===== src/red_pkg.sv =====
// ============================================================
// Purpose: Constants for rail enable gating and edge delay
// Assumes: 100 MHz ref_clk, byte-wide register port
// Notes:   Delay codes share one decode for both rails
// ============================================================
// Summary of operation
// - Rail four off-delay field in bits 5:3
// - Rail four on-delay field in bits 2:0
// - Mask bit 7 drops adjustable LDO three
// - Mask bit 6 drops adjustable LDO two
// - Mask bit 5 drops load switch A one
// - Mask bit 4 drops converter rail six
// - Mask bit 3 drops converter rail four
// - Mask bit 2 drops converter rail three
// - Mask bit 1 drops converter rail two
// - Mask bit 0 drops converter rail one
// - Source bit 1 drops shared switch/LDO
// - Source bit 0 drops load switch B one
// - Bits 4:2 pick rail five control input
// - Code 111 feeds constant one, no pin
package red_pkg;

    // ============================================================
    // Register map
    localparam int ADDR_W = 8;
    localparam int DATA_W = 8;
    localparam logic [ADDR_W-1:0] OFS_RAIL4_DELAY = 8'h12;
    localparam logic [ADDR_W-1:0] OFS_RAIL5_MASK = 8'h13;
    localparam logic [ADDR_W-1:0] OFS_RAIL5_SRC = 8'h14;
    localparam logic [ADDR_W-1:0] OFS_RAIL5_DELAY = 8'h15;
    localparam logic [ADDR_W-1:0] OFS_STATUS = 8'h20;
    localparam logic [DATA_W-1:0] RST_REG = 8'h00;
    localparam logic [DATA_W-1:0] READ_IDLE = 8'h00;

    // ============================================================
    // Field positions
    localparam int DLY_W = 3;
    localparam int FALL_LSB = 3;
    localparam int RISE_LSB = 0;
    localparam int SEL_W = 3;
    localparam int SEL_LSB = 2;
    localparam int MSK_LDO3 = 7;
    localparam int MSK_LDO2 = 6;
    localparam int MSK_SW_A_ONE = 5;
    localparam int MSK_RAIL6 = 4;
    localparam int MSK_RAIL4 = 3;
    localparam int MSK_RAIL3 = 2;
    localparam int MSK_RAIL2 = 1;
    localparam int MSK_RAIL1 = 0;
    localparam int SRC_SWB2_LDO1 = 1;
    localparam int SRC_SW_B_ONE = 0;
    localparam int STAT_RAIL4_EN = 0;
    localparam int STAT_RAIL5_EN = 1;
    localparam int STAT_RAIL5_REQ = 2;
    localparam int STAT_RAIL4_PEND = 3;
    localparam int STAT_RAIL5_PEND = 4;

    // ============================================================
    // Enable source codes
    localparam logic [SEL_W-1:0] SEL_IN_ONE = 3'h0;
    localparam logic [SEL_W-1:0] SEL_IN_TWO = 3'h1;
    localparam logic [SEL_W-1:0] SEL_IN_FIVE = 3'h2;
    localparam logic [SEL_W-1:0] SEL_IN_FOUR = 3'h3;
    localparam logic [SEL_W-1:0] SEL_IN_THREE = 3'h4;
    localparam logic [SEL_W-1:0] SEL_IN_THREE_FOUR = 3'h5;
    localparam logic [SEL_W-1:0] SEL_IN_SIX = 3'h6;
    localparam logic [SEL_W-1:0] SEL_ALWAYS = 3'h7;

    // ============================================================
    // Timing
    localparam int CLK_PERIOD_NS = 10;
    localparam int NS_PER_MS = 1000000;
    localparam int CYCLES_PER_MS_DEF = NS_PER_MS / CLK_PERIOD_NS;
    localparam int DLY_CNT_W = 23;
    localparam logic [DLY_W-1:0] DLY_NONE = 3'h0;

    // Delay code to milliseconds; code 6 taken as 32 ms on both edges
    function automatic int delay_ms(input logic [DLY_W-1:0] code);
        case (code)
            3'h0: delay_ms = 0;
            3'h1: delay_ms = 2;
            3'h2: delay_ms = 4;
            3'h3: delay_ms = 8;
            3'h4: delay_ms = 16;
            3'h5: delay_ms = 24;
            3'h6: delay_ms = 32;
            default: delay_ms = 64;
        endcase
    endfunction : delay_ms

endpackage : red_pkg


===== src/red_rail_gate.sv =====
// ============================================================
// Purpose: Enable gating and edge delay for rails four and five
// Assumes: Control and power-good inputs are asynchronous pins
// Notes:   Rail four enable request comes straight from its own pin, with no gating
// ============================================================
//
// The address-and-strobe port was left to the implementer.
`timescale 1ns/10ps
module red_rail_gate import red_pkg::*; #(
    parameter int CYCLES_PER_MS = CYCLES_PER_MS_DEF
) (
    input wire logic ref_clk,
    input wire logic nrst,
    input wire logic [ADDR_W-1:0] addr,
    input wire logic [DATA_W-1:0] wr_data,
    input wire logic wr_en,
    input wire logic rd_en,
    output logic [DATA_W-1:0] rd_data,
    input wire logic control_input_one,
    input wire logic control_input_two,
    input wire logic control_input_three,
    input wire logic control_input_four,
    input wire logic control_input_five,
    input wire logic control_input_six,
    input wire logic adjustable_ldo_three_power_good_flag,
    input wire logic adjustable_ldo_two_power_good_flag,
    input wire logic load_switch_a_one_power_good_flag,
    input wire logic converter_rail_six_power_good_flag,
    input wire logic converter_rail_four_power_good_flag,
    input wire logic converter_rail_three_power_good_flag,
    input wire logic converter_rail_two_power_good_flag,
    input wire logic converter_rail_one_power_good_flag,
    input wire logic switch_b_two_ldo_one_shared_power_good_flag,
    input wire logic load_switch_b_one_power_good_flag,
    input wire logic converter_rail_four_enable_request,
    output logic converter_rail_four_enable,
    output logic converter_rail_five_enable
);
    localparam int CTL_N = 6;
    localparam int PGA_N = 8;
    localparam int PGB_N = 2;
    localparam int SYNC_N = CTL_N + PGA_N + PGB_N + 1;

    // ============================================================
    // Registers
    logic [DATA_W-1:0] rail4_enable_edge_delay;
    logic [DATA_W-1:0] rail5_powergood_mask;
    logic [DATA_W-1:0] rail5_enable_source_and_mask;
    logic [DATA_W-1:0] rail5_enable_edge_delay;

    logic [SYNC_N-1:0] raw_pins;
    logic [SYNC_N-1:0] sync_pins;
    logic [CTL_N-1:0] ctl_sync;
    logic [PGA_N-1:0] pga_sync;
    logic [PGB_N-1:0] pgb_sync;
    logic rail4_request_sync;

    logic [DLY_W-1:0] rail4_on_delay;
    logic [DLY_W-1:0] rail4_off_delay;
    logic [DLY_W-1:0] rail5_on_delay;
    logic [DLY_W-1:0] rail5_off_delay;
    logic [SEL_W-1:0] rail_five_enable_source;
    logic [PGB_N-1:0] rail5_mask_b;

    logic next_rail_five_request;
    logic rail_five_request;
    logic rail4_pending;
    logic rail5_pending;
    logic [DATA_W-1:0] status;
    logic [DATA_W-1:0] next_rd_data;

    // ============================================================
    // Pin synchronisation
    assign raw_pins = {
        converter_rail_four_enable_request,
        switch_b_two_ldo_one_shared_power_good_flag,
        load_switch_b_one_power_good_flag,
        adjustable_ldo_three_power_good_flag,
        adjustable_ldo_two_power_good_flag,
        load_switch_a_one_power_good_flag,
        converter_rail_six_power_good_flag,
        converter_rail_four_power_good_flag,
        converter_rail_three_power_good_flag,
        converter_rail_two_power_good_flag,
        converter_rail_one_power_good_flag,
        control_input_six,
        control_input_five,
        control_input_four,
        control_input_three,
        control_input_two,
        control_input_one
    };

    red_sync #(
        .WIDTH(SYNC_N)
    ) u_sync (
        .ref_clk(ref_clk),
        .nrst(nrst),
        .async_in(raw_pins),
        .sync_out(sync_pins)
    );

    assign ctl_sync = sync_pins[CTL_N-1:0];
    assign pga_sync = sync_pins[CTL_N+PGA_N-1:CTL_N];
    assign pgb_sync = sync_pins[CTL_N+PGA_N+PGB_N-1:CTL_N+PGA_N];
    assign rail4_request_sync = sync_pins[SYNC_N-1];

    // ============================================================
    // Field extraction
    assign rail4_off_delay = rail4_enable_edge_delay[FALL_LSB+:DLY_W];
    assign rail4_on_delay = rail4_enable_edge_delay[RISE_LSB+:DLY_W];
    assign rail5_off_delay = rail5_enable_edge_delay[FALL_LSB+:DLY_W];
    assign rail5_on_delay = rail5_enable_edge_delay[RISE_LSB+:DLY_W];
    assign rail_five_enable_source = rail5_enable_source_and_mask[SEL_LSB+:SEL_W];
    assign rail5_mask_b = rail5_enable_source_and_mask[PGB_N-1:0];

    // ============================================================
    // Register writes
    always_ff @(posedge ref_clk or negedge nrst) begin
        if (!nrst) begin
            rail4_enable_edge_delay <= RST_REG;
        end else if (wr_en && addr == OFS_RAIL4_DELAY) begin
            rail4_enable_edge_delay <= wr_data;
        end
    end

    always_ff @(posedge ref_clk or negedge nrst) begin
        if (!nrst) begin
            rail5_powergood_mask <= RST_REG;
        end else if (wr_en && addr == OFS_RAIL5_MASK) begin
            rail5_powergood_mask <= wr_data;
        end
    end

    always_ff @(posedge ref_clk or negedge nrst) begin
        if (!nrst) begin
            rail5_enable_source_and_mask <= RST_REG;
        end else if (wr_en && addr == OFS_RAIL5_SRC) begin
            rail5_enable_source_and_mask <= wr_data;
        end
    end

    always_ff @(posedge ref_clk or negedge nrst) begin
        if (!nrst) begin
            rail5_enable_edge_delay <= RST_REG;
        end else if (wr_en && addr == OFS_RAIL5_DELAY) begin
            rail5_enable_edge_delay <= wr_data;
        end
    end

    // ============================================================
    // Register reads: data only in the cycle after the strobe
    always_comb begin
        status = '0;
        status[STAT_RAIL4_EN] = converter_rail_four_enable;
        status[STAT_RAIL5_EN] = converter_rail_five_enable;
        status[STAT_RAIL5_REQ] = rail_five_request;
        status[STAT_RAIL4_PEND] = rail4_pending;
        status[STAT_RAIL5_PEND] = rail5_pending;
        unique case (addr)
            OFS_RAIL4_DELAY: next_rd_data = rail4_enable_edge_delay;
            OFS_RAIL5_MASK: next_rd_data = rail5_powergood_mask;
            OFS_RAIL5_SRC: next_rd_data = rail5_enable_source_and_mask;
            OFS_RAIL5_DELAY: next_rd_data = rail5_enable_edge_delay;
            OFS_STATUS: next_rd_data = status;
            default: next_rd_data = READ_IDLE;
        endcase
    end

    always_ff @(posedge ref_clk or negedge nrst) begin
        if (!nrst) begin
            rd_data <= READ_IDLE;
        end else begin
            rd_data <= rd_en ? next_rd_data : READ_IDLE;
        end
    end

    // ============================================================
    // Rail five enable gating
    function automatic logic pick_source(
        input logic [SEL_W-1:0] sel,
        input logic [CTL_N-1:0] ctl
    );
        unique case (sel)
            SEL_IN_ONE: pick_source = ctl[0];
            SEL_IN_TWO: pick_source = ctl[1];
            SEL_IN_FIVE: pick_source = ctl[4];
            SEL_IN_FOUR: pick_source = ctl[3];
            SEL_IN_THREE: pick_source = ctl[2];
            SEL_IN_THREE_FOUR: pick_source = ctl[2] & ctl[3];
            SEL_IN_SIX: pick_source = ctl[5];
            SEL_ALWAYS: pick_source = 1'b1;
        endcase
    endfunction : pick_source

    // A set mask bit forces its term true
    // Second group of terms
    always_comb begin
        next_rail_five_request = pick_source(rail_five_enable_source, ctl_sync)
            & (&(pga_sync | rail5_powergood_mask))
            & (&(pgb_sync | rail5_mask_b));
    end

    always_ff @(posedge ref_clk or negedge nrst) begin
        if (!nrst) begin
            rail_five_request <= 1'b0;
        end else begin
            rail_five_request <= next_rail_five_request;
        end
    end

    // ============================================================
    // Edge delays
    red_edge_delay #(
        .CYCLES_PER_MS(CYCLES_PER_MS),
        .CNT_W(DLY_CNT_W)
    ) u_rail_four_delay (
        .ref_clk(ref_clk),
        .nrst(nrst),
        .level_in(rail4_request_sync),
        .rise_code(rail4_on_delay),
        .fall_code(rail4_off_delay),
        .level_out(converter_rail_four_enable),
        .pending(rail4_pending)
    );

    red_edge_delay #(
        .CYCLES_PER_MS(CYCLES_PER_MS),
        .CNT_W(DLY_CNT_W)
    ) u_rail_five_delay (
        .ref_clk(ref_clk),
        .nrst(nrst),
        .level_in(rail_five_request),
        .rise_code(rail5_on_delay),
        .fall_code(rail5_off_delay),
        .level_out(converter_rail_five_enable),
        .pending(rail5_pending)
    );

    // ============================================================
    // Assertions
    property p_off_none;
        @(posedge ref_clk) disable iff (!nrst)
        !rail4_request_sync && converter_rail_four_enable && rail4_off_delay == DLY_NONE
        |=> !converter_rail_four_enable;
    endproperty
    a_off_none: assert property (p_off_none) else $error("rail four off without delay late");

    property p_off_wait;
        @(posedge ref_clk) disable iff (!nrst)
        $fell(rail4_request_sync) && converter_rail_four_enable && rail4_off_delay != DLY_NONE
        |=> converter_rail_four_enable [*2];
    endproperty
    a_off_wait: assert property (p_off_wait) else $error("rail four off delay skipped");

    property p_on_wait;
        @(posedge ref_clk) disable iff (!nrst)
        $rose(rail4_request_sync) && !converter_rail_four_enable && rail4_on_delay != DLY_NONE
        |=> !converter_rail_four_enable [*2];
    endproperty
    a_on_wait: assert property (p_on_wait) else $error("rail four on delay skipped");

    property p_ldo3;
        @(posedge ref_clk) disable iff (!nrst)
        !rail5_powergood_mask[MSK_LDO3] && !pga_sync[MSK_LDO3] |=> !rail_five_request;
    endproperty
    a_ldo3: assert property (p_ldo3) else $error("LDO three term ignored");

    property p_ldo2;
        @(posedge ref_clk) disable iff (!nrst)
        !rail5_powergood_mask[MSK_LDO2] && !pga_sync[MSK_LDO2] |=> !rail_five_request;
    endproperty
    a_ldo2: assert property (p_ldo2) else $error("LDO two term ignored");

    property p_sw_a_one;
        @(posedge ref_clk) disable iff (!nrst)
        !rail5_powergood_mask[MSK_SW_A_ONE] && !pga_sync[MSK_SW_A_ONE] |=> !rail_five_request;
    endproperty
    a_sw_a_one: assert property (p_sw_a_one) else $error("switch A one term ignored");

    property p_rail6;
        @(posedge ref_clk) disable iff (!nrst)
        !rail5_powergood_mask[MSK_RAIL6] && !pga_sync[MSK_RAIL6] |=> !rail_five_request;
    endproperty
    a_rail6: assert property (p_rail6) else $error("rail six term ignored");

    property p_rail4;
        @(posedge ref_clk) disable iff (!nrst)
        !rail5_powergood_mask[MSK_RAIL4] && !pga_sync[MSK_RAIL4] |=> !rail_five_request;
    endproperty
    a_rail4: assert property (p_rail4) else $error("rail four term ignored");

    property p_rail3;
        @(posedge ref_clk) disable iff (!nrst)
        !rail5_powergood_mask[MSK_RAIL3] && !pga_sync[MSK_RAIL3] |=> !rail_five_request;
    endproperty
    a_rail3: assert property (p_rail3) else $error("rail three term ignored");

    property p_rail2;
        @(posedge ref_clk) disable iff (!nrst)
        !rail5_powergood_mask[MSK_RAIL2] && !pga_sync[MSK_RAIL2] |=> !rail_five_request;
    endproperty
    a_rail2: assert property (p_rail2) else $error("rail two term ignored");

    property p_rail1;
        @(posedge ref_clk) disable iff (!nrst)
        !rail5_powergood_mask[MSK_RAIL1] && !pga_sync[MSK_RAIL1] |=> !rail_five_request;
    endproperty
    a_rail1: assert property (p_rail1) else $error("rail one term ignored");

    property p_swb2;
        @(posedge ref_clk) disable iff (!nrst)
        !rail5_mask_b[SRC_SWB2_LDO1] && !pgb_sync[SRC_SWB2_LDO1] |=> !rail_five_request;
    endproperty
    a_swb2: assert property (p_swb2) else $error("shared switch term ignored");

    property p_sw_b_one;
        @(posedge ref_clk) disable iff (!nrst)
        !rail5_mask_b[SRC_SW_B_ONE] && !pgb_sync[SRC_SW_B_ONE] |=> !rail_five_request;
    endproperty
    a_sw_b_one: assert property (p_sw_b_one) else $error("switch B one term ignored");

    property p_sel_pair;
        @(posedge ref_clk) disable iff (!nrst)
        rail_five_enable_source == SEL_IN_THREE_FOUR && !(ctl_sync[2] && ctl_sync[3])
        |=> !rail_five_request;
    endproperty
    a_sel_pair: assert property (p_sel_pair) else $error("paired source not required");

    property p_sel_five;
        @(posedge ref_clk) disable iff (!nrst)
        rail_five_enable_source == SEL_IN_FIVE && !ctl_sync[4] |=> !rail_five_request;
    endproperty
    a_sel_five: assert property (p_sel_five) else $error("source code 2 misrouted");

    property p_always;
        @(posedge ref_clk) disable iff (!nrst)
        rail_five_enable_source == SEL_ALWAYS && (&(pga_sync | rail5_powergood_mask))
        && (&(pgb_sync | rail5_mask_b)) |=> rail_five_request;
    endproperty
    a_always: assert property (p_always) else $error("constant source did not enable");

    property p_rise_cause;
        @(posedge ref_clk) disable iff (!nrst)
        $rose(converter_rail_five_enable) |-> $past(rail_five_request);
    endproperty
    a_rise_cause: assert property (p_rise_cause) else $error("rail five rose without request");

endmodule : red_rail_gate


===== src/red_sync.sv =====
// ============================================================
// Purpose: Two-flop synchroniser for pin-level inputs
// Assumes: Inputs are slow levels
// Notes:   First stage feeds only the second stage
// ============================================================
`timescale 1ns/10ps
module red_sync #(
    parameter int WIDTH = 1
) (
    input wire logic ref_clk,
    input wire logic nrst,
    input wire logic [WIDTH-1:0] async_in,
    output logic [WIDTH-1:0] sync_out
);
    logic [WIDTH-1:0] stage_one;

    always_ff @(posedge ref_clk or negedge nrst) begin
        if (!nrst) begin
            stage_one <= '0;
            sync_out <= '0;
        end else begin
            stage_one <= async_in;
            sync_out <= stage_one;
        end
    end
endmodule : red_sync


===== src/red_edge_delay.sv =====
// ============================================================
// Purpose: Delays rising and falling edges of an enable level
// Assumes: level_in is on ref_clk
// Notes:   A change that reverts before expiry is dropped
// ============================================================
`timescale 1ns/10ps
module red_edge_delay import red_pkg::*; #(
    parameter int CYCLES_PER_MS = CYCLES_PER_MS_DEF,
    parameter int CNT_W = DLY_CNT_W
) (
    input wire logic ref_clk,
    input wire logic nrst,
    input wire logic level_in,
    input wire logic [DLY_W-1:0] rise_code,
    input wire logic [DLY_W-1:0] fall_code,
    output logic level_out,
    output logic pending
);
    logic [CNT_W-1:0] count;
    logic [CNT_W-1:0] target;

    always_comb begin
        target = CNT_W'(delay_ms(level_in ? rise_code : fall_code) * CYCLES_PER_MS);
        pending = level_in != level_out;
    end

    // Output takes the new level target+1 cycles after the change is seen
    always_ff @(posedge ref_clk or negedge nrst) begin
        if (!nrst) begin
            count <= '0;
            level_out <= 1'b0;
        end else if (!pending) begin
            count <= '0;
        end else if (count >= target) begin
            count <= '0;
            level_out <= level_in;
        end else begin
            count <= count + CNT_W'(1);
        end
    end
endmodule : red_edge_delay


===== config.mk =====
export PLATFORM = sky130hd
export DESIGN_NAME = red_rail_gate
export DESIGN_NICKNAME = d
export VERILOG_FILES = /design/src/red_pkg.sv /design/src/red_rail_gate.sv /design/src/red_sync.sv /design/src/red_edge_delay.sv
export SDC_FILE = /design/constraint.sdc
export NUM_CORES = 1
export LEC_CHECK = 0
export ABC_CLOCK_PERIOD_IN_PS = 5600
export BUFFER_PORTS_ARGS = -buffer_cell sky130_fd_sc_hd__clkbuf_2
export CORE_MARGIN = 1
export CORE_UTILIZATION = 55
export DETAILED_ROUTE_END_ITERATION = 8
export PLACE_DENSITY = 0.76
export SLEW_MARGIN = 20
export SYNTH_ARGS = -nofsm -noshare
export SYNTH_HDL_FRONTEND = slang
export SYNTH_SLANG_ARGS = --single-unit

===== constraint.sdc =====
create_clock -name ref_clk -period 5.6 [get_ports ref_clk]
set_input_delay 0.56 -clock ref_clk [delete_from_list [all_inputs] [get_ports ref_clk]]
set_output_delay 0.56 -clock ref_clk [all_outputs]
set_load 0.01 [all_outputs]

==> results.yml <==
setup_path:
  crit_type: "reg2reg"
  reg2reg_slack_ns: 0.14
  reg2reg_depth: 23
  start_kind: "flip-flop"
  critical_path.slowest_cell: "or4_4"
  endpoint_kind: "flip-flop"
  path_common_cell: "ha_1"
  critPathMaxStageDelay_ns: 0.52
  worstPathArrival_ns: 5.82
  required_ns: 5.96
  crit_chain: "inv_1, a32o_2, nand2_2, inv_4, ha_1, ha_1, fa_1, ha_4, inv_1, fa_2, nor2b_2, o21ai_2, a21oi_2, nor2_1, xor2_1, ha_1, nand4_1, nor2_1, a311o_1, or4_4, o21a_4, clkbuf_16, nor2_2"
  r2r-start: "rail4_enable_edge_delay[0]"
  critPathMaxFanout: 11
  r2r-end: "u_rail_four_delay.count[5]"
detailed_routing:
  dr.pass1.iters: 6
  dr_wl_met2_mm: 8.94
  drt-vias-per-instance: 5.90
  drc: 0
  avgRoutedWirePerCell_um: 17.4
  met1_length_mm: 7.66
  vias: 6055
  routed-wl-met3_um: 847
  ant_nets: 0
  drt_iter0_drc: 392
  highest_layer: "met4"
  routed_wl_mm: 17.8
clock_tree:
  holdBufCountCts: 0
  cts_tree: "done"
  clk_root_buffer_cell: "clkbuf_16"
  cts_buffers: 17
  cts.sinks: 123
  clock_latency_ns: 0.43
  htreeDepth: 4
  path_clk_slew_ns: 0.06
  cts_buffer_depth: 2
place:
  dp_hpwl_mm: 12.7
  routabilityCongestion: 0.859
  preCtsSetupSlack_ns: -0.0118
  io_buffers: 46
synth:
  yosysSeqAreaShare_pct: 38.5
  ys.flop_type: "dfrtp_1"
  synth.avg_cell_area_sq_um: 10.5
  synth_top_area_share_pct: 38.5
  synth_warnings: 0
  syn_area_sq_um: 7990
  synth_edf_count: 0
  synth.area.top_cells: "dfrtp_1 (39%), ha_1 (20%), mux2_2 (4.4%)"
  postSynth.asyncResetShare_pct: 100
  ys_types: 56
  synth_seq_cells: 123
  syn_inst: 758
  yosysTopAreaCell: "dfrtp_1"
floorplanning:
  coreArea_sq_um: 14000
  start_util_pct: 56.9
  ios: 47
  die_y_um: 123
  dieArea_sq_um: 15000
  die_x_um: 123
  rows: 43
sta:
  skew_ns: 0.00695
  whs_ns: 0.206
  tightestPinTransition_ns: 0.895
  setup_viol: 0
  maxSlewViolCount: 0
  relSlewSlack_pct: 39.9
  fmax_mhz: 183
  hold_viol: 0
  setup_ws_ns: 0.141
  period_share_pct: 97.5
  fin_crit_ns: 5.46
global_routing:
  grt_pass1_vias: 5942
  grt_pass1_wl_mm: 28.1
  antenna_found_initial: 0
  grt_max_degree: 65
  track_usage_pct: 24.4
  grt_remaining_overflow: 0
finish:
  syn2layout_area_growth_pct: 18.8
  fin_nets: 1007
  drive_gt1_share_pct: 24.6
  antenna_cells: 0
  fill_cells: 966
power:
  p_leak_nw: 4.73
  ir_drop_mv: 0.278
  power_density_nw_per_um2: 258
flow_run:
  maxCapViolCount: 0
run_status:
  status: "finished, final reports clean"
min_path:
  hold_path.class: "in2async"
[worst max-delay path: cells and delay by family, from the launching register on]
family / cells / cell delay [ns]
compound gates: 5 / 1.09
buf+inv: 4 / 0.38
flops: 1 / 0.42
simple gates: 7 / 1.16
xor+xnor: 1 / 0.14
fa+ha+maj: 6 / 2.21
[metrics by stage]
step	instance area [sq um]	total power, W	util, %	TNS (ns)	std cells
2_1_floorplan	8000	0.00114	-	0	759
4_1_cts	9140	0.00238	65.1	0	1018
3_3_place_gp	8530	0.00126	60.8	0	986
3_5_place_dp	8530	0.00127	60.8	-0.0197	986
5_1_grt	9490	0.00255	67.6	-0.779	1027
6_report	9490	0.00245	67.6	0	1027
[sequential cells by signal, indices dropped and copies added, names as in the netlist]
signal and flops:
u_rail_four_delay.count 23, rail4_enable_edge_delay 8, u_sync.stage_one 17, u_rail_four_delay.level_out 1, rail_five_request 1, rd_data 8, rail5_enable_source_and_mask 8, u_sync.sync_out 17
u_rail_five_delay.count 23, rail5_powergood_mask 8, rail5_enable_edge_delay 8, u_rail_five_delay.level_out 1
[cell usage in the layout, fill, tap and decap left out, types with 7 or more instances in the layout]
master	count
ha_1	120
nand3_1	29
nor3_1	9
mux2_2	31
nor2_2	10
xor2_1	38
clkbuf_2	45
dfrtp_1	117
nand4_1	11
fa_1	7
and3_1	12
a222oi_1	8
o21ai_0	11
clkbuf_16	18
nand2b_1	7
o22ai_1	7
nand2_1	29
buf_4	25
a21o_1	11
nor2_1	73
a21oi_1	32
inv_1	31
xnor2_1	32
[Yosys cell counts (11+ instances only)]
cell,instances
ha_1,128
inv_1,35
nand3_1,30
a21o_1,11
xor2_1,38
mux2_2,31
clkbuf_1,15
o21ai_0,14
a21oi_1,34
and3_1,12
xnor2_1,32
nor2_1,84
nand4_1,11
dfrtp_1,123
nand2_1,34
[layout make-up]
class | instances | area, sq um | area share [%]
multi-input cells | 584 | 4970 | 52.4
flip-flops and latches | 123 | 3090 | 32.5
repair buffers | 73 | 478 | 5.03
clock buffers | 17 | 425 | 4.48
well taps | 180 | 225 | 2.37
clock inverters | 15 | 174 | 1.83
inverters | 35 | 134 | 1.41
[routing by layer]
metal  vias to the layer above  GRT usage (%)
li1                       2873              -
met1                      2989           31.2
met2                       156           40.6
met3                        37           5.86
met4                         0           7.55
met5                         -              0
[timing repair]
item                                   in CTS  in global routing
pin swaps                                   0                 27
resized for setup                           4                 68
cloned                                      0                  1
endpoints found under the hold margin       0                  0
setup endpoints to repair                  40                 47
setup buffers                               0                  8
[kinds of logic after synthesis]
logic type / Yosys count / share of synthesized area (%)
and+or+nand+nor: 224 / 14.1
adders and majority gates: 136 / 22.0
DFF: 123 / 38.5
AOI/OAI and AO/OA: 113 / 9.50
xor gates and xnor gates: 70 / 7.67
buffers and inverters: 52 / 2.55
muxes: 39 / 5.56
other: 1 / 0.0469
[where the power goes]
part	leakage [nW]	total (W)	internal, W	switching, W
logic	2.81	0.000382	0.000174	0.000208
registers	1.62	0.000961	0.000922	0.0000385
clock network	0.291	0.00110	0.000635	0.000469
total	4.73	0.00245	0.00173	0.000715
[worst max path at each step]
stage | start | end | depth (start not counted)
3_5_place_dp | rail4_enable_edge_delay[1] | u_rail_four_delay.count[22] | 22
6_report | rail4_enable_edge_delay[0] | u_rail_four_delay.count[5] | 23
5_1_grt | u_sync.sync_out[16] | u_rail_four_delay.count[5] | 23
2_1_floorplan | u_sync.sync_out[16] | u_rail_four_delay.count[10] | 23
3_3_place_gp | rail_five_request | u_rail_five_delay.level_out | 21
4_1_cts | rail_five_request | u_rail_five_delay.level_out | 21
No activity file was read; power rests on OpenSTA's default activity.
